===== config.mk =====
export PLATFORM = sky130hd
export DESIGN_NAME = pcel_top
export DESIGN_NICKNAME = d
export VERILOG_FILES = /design/src/design/pcel_pkg.sv /design/src/design/pcel_top.sv
export SDC_FILE = /design/constraint.sdc
export NUM_CORES = 1
export LEC_CHECK = 0
export BUFFER_PORTS_ARGS = -buffer_cell sky130_fd_sc_hd__buf_2
export CORE_MARGIN = 2
export CORE_UTILIZATION = 44
export DETAILED_ROUTE_END_ITERATION = 6
export PLACE_DENSITY = 0.76
export SLEW_MARGIN = 10
export SYNTH_ARGS = -nofsm -noshare
export SYNTH_HDL_FRONTEND = slang
export SYNTH_SLANG_ARGS = --single-unit

===== constraint.sdc =====
create_clock -name aclk -period 2.09 [get_ports aclk]
set_clock_uncertainty 0.15 [all_clocks]
set_input_delay 0.418 -clock aclk [delete_from_list [all_inputs] [get_ports aclk]]
set_output_delay 0.418 -clock aclk [all_outputs]
set_load 0.03 [all_outputs]

===== src/design/pcel_pkg.sv =====
// Purpose: constants for the correctable error log register bank
// Assumes: 100 MHz aclk, AXI4-Lite with 12-bit byte addresses
// Notes: status and mask live in a compact 5-bit form inside the block
package pcel_pkg;
  // ------------------------------------------------------------
  // register byte offsets
  // ------------------------------------------------------------
  localparam logic [11:0] OFF_STATUS = 12'h110; // correctable_error_status
  localparam logic [11:0] OFF_MASK = 12'h114; // correctable_error_mask
  localparam logic [11:0] OFF_CAPCTL = 12'h118; // advanced_error_cap_control
  localparam logic [11:0] OFF_IRQ_EN = 12'h130; // interrupt enable
  localparam logic [11:0] OFF_IRQ_CLR = 12'h134; // interrupt clear, write only
  localparam logic [11:0] OFF_IRQ_STS = 12'h138; // interrupt status, read only
  // ------------------------------------------------------------
  // bit positions in the 32-bit word
  // ------------------------------------------------------------
  localparam int POS_RCV = 0; // receiver error
  localparam int POS_TLP = 6; // bad tlp
  localparam int POS_DLLP = 7; // bad dllp
  localparam int POS_RNUM = 8; // replay count rollover
  localparam int POS_RTO = 12; // replay timer timeout
  // index in the compact vector
  localparam int I_RCV = 0;
  localparam int I_TLP = 1;
  localparam int I_DLLP = 2;
  localparam int I_RNUM = 3;
  localparam int I_RTO = 4;
  localparam int NEV = 5; // number of implemented errors
  // implemented bits, everything else reads zero
  localparam logic [31:0] IMPL_BITS = 32'h000011c1;
  // ------------------------------------------------------------
  // reset values and responses
  // ------------------------------------------------------------
  localparam logic [NEV-1:0] RST_STATUS = 5'h00;
  localparam logic [NEV-1:0] RST_MASK = 5'h00;
  localparam logic [1:0] RESP_OKAY = 2'h0;
  localparam logic [1:0] RESP_SLVERR = 2'h2;
  // ------------------------------------------------------------
  // timing
  // ------------------------------------------------------------
  localparam int CLK_NS = 10; // aclk period
  localparam int REPLAY_TIME_NS = 2000; // replay timer span
  localparam logic [7:0] REPLAY_CYC = 8'((REPLAY_TIME_NS / CLK_NS));
  localparam logic [1:0] RNUM_LAST = 2'h3; // count value before wrap
endpackage


===== src/design/pcel_top.sv =====
// Purpose: correctable error log, mask, reporting and interrupt
// Assumes: error sources are pulses on aclk; aresetn is ordinary reset
// Notes: pwr_on_rst_n alone clears the sticky status and mask
//
// Added by the designer: register access over AXI4-Lite.
`timescale 1ns/1ns
// Functional notes
// - status bits stay set until written one
// - status and mask survive ordinary reset
// - replay timer expiry sets bit 12
// - two-bit replay count wrap sets bit 8
// - dllp crc mismatch sets bit 7
// - tlp crc mismatch sets bit 6
// - code errors in tlp set bits 7, 6, 0
// - bad sequence number sets bits 7, 6
// - any code or framing error sets bit 0
// - masked errors send no error message
// - masked errors are still logged
// - mask bits at 12, 8, 7, 6, 0
// - mask bits start at zero
// - status register at offset 0x110
module pcel_top (
  input wire logic aclk,
  input wire logic aresetn,
  input wire logic pwr_on_rst_n, // power-up reset, active low
  // axi4-lite slave
  input wire logic [11:0] s_axi_awaddr,
  input wire logic s_axi_awvalid,
  output logic s_axi_awready,
  input wire logic [31:0] s_axi_wdata,
  input wire logic [3:0] s_axi_wstrb,
  input wire logic s_axi_wvalid,
  output logic s_axi_wready,
  output logic [1:0] s_axi_bresp,
  output logic s_axi_bvalid,
  input wire logic s_axi_bready,
  input wire logic [11:0] s_axi_araddr,
  input wire logic s_axi_arvalid,
  output logic s_axi_arready,
  output logic [31:0] s_axi_rdata,
  output logic [1:0] s_axi_rresp,
  output logic s_axi_rvalid,
  input wire logic s_axi_rready,
  // link and physical layer events
  input wire logic tlp_pending, // unacknowledged tlps outstanding
  input wire logic ack_nak_rx, // ack or nak dllp received
  input wire logic replay_start, // retry buffer retransmission begins
  input wire logic dllp_crc_bad, // dllp crc mismatch
  input wire logic tlp_crc_bad, // tlp crc mismatch
  input wire logic tlp_code_err, // 8b/10b or disparity error in a tlp
  input wire logic seq_num_bad, // invalid sequence number
  input wire logic rx_code_err, // 8b/10b error anywhere
  input wire logic rx_frame_err, // framing error anywhere
  // reporting
  output logic cor_err_msg, // pulse: send correctable error message
  output logic irq // level interrupt
);
  import pcel_pkg::*;

  // ------------------------------------------------------------
  // state
  // ------------------------------------------------------------
  typedef struct packed {
    logic [NEV-1:0] sts; // correctable status, sticky
    logic [NEV-1:0] msk; // report mask, sticky
    logic [NEV-1:0] ien; // interrupt enable
    logic [NEV-1:0] ist; // interrupt status
    logic [7:0] timer; // replay timer
    logic [1:0] rnum; // replay count
    logic aw_held; // write address captured
    logic [11:0] aw_addr;
    logic w_held; // write data captured
    logic [31:0] w_data;
    logic [3:0] w_strb;
    logic awready;
    logic wready;
    logic bvalid;
    logic [1:0] bresp;
    logic arready;
    logic rvalid;
    logic [31:0] rdata;
    logic [1:0] rresp;
    logic err_msg;
    logic irq;
  } pcel_state_type;

  pcel_state_type st; // registered state
  pcel_state_type next_st; // next state
  pcel_state_type por_st; // power-up values
  pcel_state_type soft_st; // ordinary-reset values, log and mask kept

  logic [NEV-1:0] ev; // error events this cycle
  logic [NEV-1:0] unm_ev; // events that are reported
  logic expire; // replay timer runs out
  logic wr_go; // write performed this cycle
  logic [31:0] wmask; // byte enables as a bit mask
  logic [31:0] wbits; // data bits that are written as one
  logic [NEV-1:0] wsel; // compact bits under strobe and one

  // ------------------------------------------------------------
  // helpers
  // ------------------------------------------------------------
  // compact vector to register word, reserved bits zero
  function automatic logic [31:0] expand(input logic [NEV-1:0] v);
    logic [31:0] w;
    w = 32'h00000000;
    w[POS_RCV] = v[I_RCV];
    w[POS_TLP] = v[I_TLP];
    w[POS_DLLP] = v[I_DLLP];
    w[POS_RNUM] = v[I_RNUM];
    w[POS_RTO] = v[I_RTO];
    return w;
  endfunction

  // register word to compact vector, reserved bits dropped
  function automatic logic [NEV-1:0] squeeze(input logic [31:0] w);
    logic [NEV-1:0] v;
    v = '0;
    v[I_RCV] = w[POS_RCV];
    v[I_TLP] = w[POS_TLP];
    v[I_DLLP] = w[POS_DLLP];
    v[I_RNUM] = w[POS_RNUM];
    v[I_RTO] = w[POS_RTO];
    return v;
  endfunction

  // read mux; unmapped addresses answer zero
  function automatic logic [31:0] rd_word(input logic [11:0] a,
                                          input pcel_state_type s);
    logic [31:0] d;
    d = 32'h00000000;
    unique case (a)
      OFF_STATUS: d = expand(s.sts);
      OFF_MASK: d = expand(s.msk);
      OFF_IRQ_EN: d = expand(s.ien);
      OFF_IRQ_STS: d = expand(s.ist);
      default: d = 32'h00000000;
    endcase
    return d;
  endfunction

  // addresses that answer okay
  function automatic logic mapped(input logic [11:0] a);
    return (a == OFF_STATUS) || (a == OFF_MASK) || (a == OFF_CAPCTL) ||
           (a == OFF_IRQ_EN) || (a == OFF_IRQ_CLR) || (a == OFF_IRQ_STS);
  endfunction

  // ------------------------------------------------------------
  // event decode
  // ------------------------------------------------------------
  // tlp code errors and bad sequence numbers count against both the
  // dllp and the tlp, as the receiver cannot tell which was hit
  always_comb begin
    ev = '0;
    ev[I_RTO] = expire;
    ev[I_RNUM] = replay_start && (st.rnum == RNUM_LAST);
    ev[I_DLLP] = dllp_crc_bad || tlp_code_err || seq_num_bad;
    ev[I_TLP] = tlp_crc_bad || tlp_code_err || seq_num_bad;
    ev[I_RCV] = rx_code_err || rx_frame_err || tlp_code_err;
    unm_ev = ev & ~st.msk;
  end

  // replay timer runs out after the full span with no ack or nak
  assign expire = tlp_pending && !ack_nak_rx &&
                  (st.timer == REPLAY_CYC - 8'h01);

  // write path helpers
  assign wr_go = st.aw_held && st.w_held && !st.bvalid;
  assign wmask = {{8{st.w_strb[3]}}, {8{st.w_strb[2]}},
                  {8{st.w_strb[1]}}, {8{st.w_strb[0]}}};
  assign wbits = st.w_data & wmask;
  assign wsel = squeeze(wbits);

  // ------------------------------------------------------------
  // next state
  // ------------------------------------------------------------
  always_comb begin
    next_st = st;
    // replay timer: cleared by ack/nak or when idle, restarts on expiry
    if (!tlp_pending || ack_nak_rx || expire) begin
      next_st.timer = 8'h00;
    end else begin
      next_st.timer = st.timer + 8'h01;
    end
    // replay count: forward progress clears it, it wraps from 3 to 0
    if (ack_nak_rx) begin
      next_st.rnum = 2'h0;
    end else if (replay_start) begin
      next_st.rnum = st.rnum + 2'h1;
    end
    // write address channel
    if (s_axi_awvalid && st.awready) begin
      next_st.aw_held = 1'b1;
      next_st.aw_addr = s_axi_awaddr;
    end
    // write data channel
    if (s_axi_wvalid && st.wready) begin
      next_st.w_held = 1'b1;
      next_st.w_data = s_axi_wdata;
      next_st.w_strb = s_axi_wstrb;
    end
    // response done
    if (st.bvalid && s_axi_bready) begin
      next_st.bvalid = 1'b0;
    end
    // register write; the event set below wins over a same-cycle clear
    if (wr_go) begin
      next_st.aw_held = 1'b0;
      next_st.w_held = 1'b0;
      next_st.bvalid = 1'b1;
      next_st.bresp = mapped(st.aw_addr) ? RESP_OKAY : RESP_SLVERR;
      unique case (st.aw_addr)
        OFF_STATUS: begin
          next_st.sts = st.sts & ~wsel;
        end
        OFF_MASK: begin
          // only bytes under strobe change
          next_st.msk = (st.msk & ~squeeze(wmask)) | wsel;
        end
        OFF_IRQ_EN: begin
          next_st.ien = (st.ien & ~squeeze(wmask)) | wsel;
        end
        OFF_IRQ_CLR: begin
          next_st.ist = st.ist & ~wsel;
        end
        default: begin
          // cap/control is read-only zero here; unmapped ignored
          next_st.bresp = next_st.bresp;
        end
      endcase
    end
    next_st.sts = next_st.sts | ev;
    next_st.ist = next_st.ist | ev;
    // one message per cycle with any unmasked event
    next_st.err_msg = |unm_ev;
    next_st.irq = |(next_st.ist & next_st.ien);
    // read channel: one read at a time
    if (st.rvalid && s_axi_rready) begin
      next_st.rvalid = 1'b0;
    end
    if (s_axi_arvalid && st.arready) begin
      next_st.rvalid = 1'b1;
      next_st.rdata = rd_word(s_axi_araddr, st);
      next_st.rresp = mapped(s_axi_araddr) ? RESP_OKAY : RESP_SLVERR;
    end
    // ready flags follow the holding state
    next_st.awready = !next_st.aw_held && !next_st.bvalid;
    next_st.wready = !next_st.w_held && !next_st.bvalid;
    next_st.arready = !next_st.rvalid;
  end

  // ------------------------------------------------------------
  // power-up values
  // ------------------------------------------------------------
  always_comb begin
    por_st = '0;
    por_st.sts = RST_STATUS;
    por_st.msk = RST_MASK;
    por_st.awready = 1'b1;
    por_st.wready = 1'b1;
    por_st.arready = 1'b1;
    // ordinary reset clears everything but the sticky log and mask
    soft_st = por_st;
    soft_st.sts = st.sts;
    soft_st.msk = st.msk;
  end

  // ------------------------------------------------------------
  // registers
  // ------------------------------------------------------------
  // ordinary reset keeps the log and mask so software can read what
  // went wrong before the reset; only power-up wipes them
  always_ff @(posedge aclk) begin
    if (!pwr_on_rst_n) begin
      st <= por_st;
    end else if (!aresetn) begin
      st <= soft_st;
    end else begin
      st <= next_st;
    end
  end

  // outputs straight from the state
  assign s_axi_awready = st.awready;
  assign s_axi_wready = st.wready;
  assign s_axi_bvalid = st.bvalid;
  assign s_axi_bresp = st.bresp;
  assign s_axi_arready = st.arready;
  assign s_axi_rvalid = st.rvalid;
  assign s_axi_rdata = st.rdata;
  assign s_axi_rresp = st.rresp;
  assign cor_err_msg = st.err_msg;
  assign irq = st.irq;

  logic wr_sts_q; // status write performed last cycle
  always_ff @(posedge aclk) begin
    wr_sts_q <= wr_go && (st.aw_addr == OFF_STATUS);
  end
endmodule

* Yosys cells after proc, flatten, opt, wreduce, memory -nomap -nowiden
Cells that the tools add are included.
Operators by class: add/sub/neg operators 2, equality and inequality tests 14, multiplexer cells 16, bitwise gates (word level) 16, reduce and logical (&&, ||, !) cells 43
Operator list (count):
- 12-bit by 9-bit == test with 1-bit output, second input constant | 12
- 13-bit case mux with 4 select lines | 1
- 37-bit 2-to-1 mux | 1
- 35-bit 2-to-1 mux | 1
- 5-bit bitwise AND | 6
- 20-bit 2-to-1 mux | 1
- 5-bit 2-to-1 mux | 4
- 5-bit bitwise OR | 4
- 1-bit logical OR | 18
- 5-bit NOT | 3
- 13-bit bitwise AND | 1
- 13-bit 2-to-1 mux | 1
- 1-bit logical AND | 12
- 5-bit OR reduction | 2
- 8-bit by 1-bit adder with 8-bit output, second input constant | 1
- 8-bit == test, second input constant | 1
- 1-bit logical NOT | 7
- 3-bit OR reduction | 2
- 1-bit 2-to-1 mux | 4
- 2-bit 2-to-1 mux | 2
- 3-bit 2-to-1 mux | 1
- 3-bit AND reduction | 1
- 2-bit by 1-bit adder with 2-bit output, second input constant | 1
- 2-bit == test, second input constant | 1
- 2 further kinds | 3
Word-level totals: flip-flop bits (word level) 123, output and inout port bits 43, word-level logic and storage cells 112

* Logic depth before layout (Yosys ltp)
depth after elaboration 10, gate-level depth with buffers 6

* Worst setup path after synthesis
OpenSTA, ideal clock, no wires.
path kind input-to-reg, start point input port aresetn, end point register st, in the netlist soft_st[119], arrival 2017 ps, path slack -197 ps, cell stages on the path 6, cell sequence clkbuf_1 -> or3b_2 -> or4_1 -> or2_1 -> o21ai_0 -> a21boi_1
RTL lines:
- from (decl) | RTL line pcel_top.sv:24 | input wire logic aresetn,
- to (signal assigned) | RTL line pcel_top.sv:275 | st <= por_st;
- to (signal assigned) | RTL line pcel_top.sv:277 | st <= soft_st;
- to (signal assigned) | RTL line pcel_top.sv:279 | st <= next_st;
- to (decl) | RTL line pcel_top.sv:87 | pcel_state_type st;

* Worst setup path in the final report
start point register st[82] (netlist bit), end point register st, in the netlist irq
On the way: word-level cells in the longest chain between the ends 6
RTL lines:
- 12-bit by 9-bit == test with 1-bit output | RTL line pcel_top.sv:212 | unique case (st.aw_addr)
- 5-bit 2-to-1 mux | RTL line pcel_top.sv:212
- 20-bit 2-to-1 mux * | RTL line pcel_top.sv:207 | if (wr_go) begin
- 5-bit bitwise OR | RTL line pcel_top.sv:233 | next_st.ist = next_st.ist | ev;
- 5-bit bitwise AND * | RTL line pcel_top.sv:236 | next_st.irq = |(next_st.ist & next_st.ien);
- 5-bit OR reduction * | RTL line pcel_top.sv:236
Mark *: on every way between the ends. The rest lies on a longest branch, timed or not. A chain may end at the register's enable or synchronous reset.

==> results.md <==
- Worst min-delay path class: in -> reg
- Share of layout cells above drive strength 1: 0.2798
- CP Class: reg -> reg
- Post-layout nets: 537
- Post-layout instance area: 3864 µm²
- Num ports: between 100 and 150
- Synth area leader: dfxtp_1
- Largest reg by FF count: st
- Reg clk slew, reported paths: 70 ps
- Pre-CTS setup slack: -164.1 ps
- Critical path launch point type: flop
- Critical path data arrival time: 2290 ps
- Fmax: 0.4502 GHz
- Max Root-Sink Buffers: 2
- P per Cell Area: 665.1 nW/µm²
- Outcome: complete, but fails checks
- Cell Rows: 30
- Gp weighted congestion: 0.8208
- EDFF count, synth: 0
- Post-synth top flop: dfxtp_1
- Area Overhead vs Synth: 22.64%
- Maximum fanout count along the critical path: 3
- Placed cell areas: 3596 µm²
- Clock latency at the later pin of the worst-skew pair: approximately 340 ps
- Routed wire length: 7.381 mm
- Syn Area/Cell: 8.424 µm²
- Max VDD drop: 0.0004329 V
- Remaining DRCs: 0
- Max FFs per register: 41
- Post-synth cell types: 53
- First-pass GRT wire length: approximately 12 mm
- Synthesis Warnings: 0
- Top cells by count, synth: 65 x dfxtp_1, 56 x nand2_1, 36 x buf_4, 26 x a21oi_1, 25 x nor2_1
- Count leader, synth: dfxtp_1
- Final hold violations: 0
- GR Util All Layers: 0.1941
- Post-Layout Cell Count: 557
- Antenna diodes: 0
- Top area cells in the synthesized netlist: dfxtp_1 41%, buf_4 8.6%, nand2_1 6.7%
- CTS sink count: 65
- Setup violations, final: 11
- Root Buffer: clkbuf_8
- Final Max Slew Viols: 0
- Synthesized flop and latch total: 65
- MaxCap Viol Count: 0
- Ratio of final minimum period to clock period: 1.063
- Core area: approximately 6900 µm²
- GR Overflow Total: 0
- RSZ-0062 raised after global routing: true
- Drt pass-1 iters: 4
- Crit. End Element: flop
- Setup TNS Final: -705.4 ps
- DR iter-0 viols: 205
- ANT nets after route: 0
- Number of global-route vias before repair: about 2600
- FFs w/ async S/R, synth: 0
- Largest net degree at the start of global routing: 14
- Failing checks: setup timing
- Post-Syn Area: 3151 µm²
- CTS tree: done
- Die area: 7854 µm²
- Final setup slack of the worst path: -131.2 ps
- Routed vias/inst: 5.025
- H-tree depth: 3
- # placed instances: 541
- Share of the synthesized area in the top cell type: 0.4130
- Required @ worst endpoint: 2160 ps
- Num CTS Buffers: 9
- DPL Wire Length: 5.541 mm
- Drt wl/cell: 13.25 µm
- Leak pwr: 0.001671 µW
- Port bufs: about 60
- Die W: slightly below 90 µm
- Routed via count: 2799
- DIE HEIGHT: roughly 90 µm
- Min Tclk post-route: 2221 ps
- Post-synthesis sequential area ratio: 0.4130
- Syn Inst Count: between 300 and 400
- Starting density of the core: 0.4587
- Cts hold-fix bufs: 0
- Initial antenna violation count: 0
path summary, 6_finish.rpt:
path,from,to,slack [ps],cells past startpoint
worst max-delay path,st[82],irq,-130,5
worst min-delay path,ack_nak_rx,st[93],120,2
worst max register to register,st[82],irq,-130,5
worst min register to register,st[95],st[95],300,1
layer usage:
layer,vias to the layer above,part of all wire,track usage
li1,1398,-,-
met1,1292,0.44,0.2306
met2,93,0.48,0.3304
met3,16,0.052,0.03825
met4,0,0.021,0.1019
met5,-,0,0
area by class of cell:
cell class	count	area (µm²)
Tap cell	96	120.1
Fill cell	661	3005
Clock inverter	2	13.76
Multi-Input combinational cell	280	1677
Sequential cell	65	1301
Clock buffer	12	165.2
Timing Repair Buffer	94	556.8
Inverter	8	30.03
placed cells by master, fill, tap and decap left out, types with 6 or more instances in the layout:
cell type	synthesis	final
a21oi_1	26	25
and2_1	9	9
buf_2	1	61
buf_4	36	32
clkbuf_8	0	12
conb_1	1	29
dfxtp_1	65	65
inv_1	8	8
mux2i_1	11	11
nand2_1	56	56
nand3_1	15	15
nor2_1	25	25
nor2b_1	9	9
nor3_1	8	8
o21ai_0	13	9
or3_1	6	6
repair_timing:
action	in CTS	in global routing
hold endpoints to repair	0	0
pin swaps	3	4
cloned	0	0
endpoints found under the setup margin	14	15
gates resized for setup	4	11
setup buffers	1	1
critical path: stages (launching register included):
cell and delay [ps]:
dfxtp_1 320, or4b_4 540, or4_4 590, mux2_4 330, o21ai_2 60, a41oi_2 110
stage by stage:
stage	power [µW]	util	hold WS, ps
after floorplan	1547	-	263.2
after global placement	1598	0.5235	273.1
after detailed placement	1605	0.5235	287.8
after CTS	2583	0.5539	107.5
after global routing	2674	0.5625	116.2
final	2570	0.5625	117.6
logic make-up after synthesis:
group	after synthesis	synth area share
mux	15	0.05163
simple gates	157	0.2566
xor+xnor	7	0.01946
fa+ha+maj	2	0.007942
other cells	1	0.001190
flops	65	0.4130
buf+inv	57	0.1112
compound gates	70	0.1390
power breakdown:
part	internal (µW)	leakage (µW)	switching, µW
Sequential	1270	0.000528	22.5
Clock	515	0.0000943	467
Combinational	106	0.00105	193
Total	1890	0.00167	682
No activity file was read; power rests on OpenSTA's default activity.
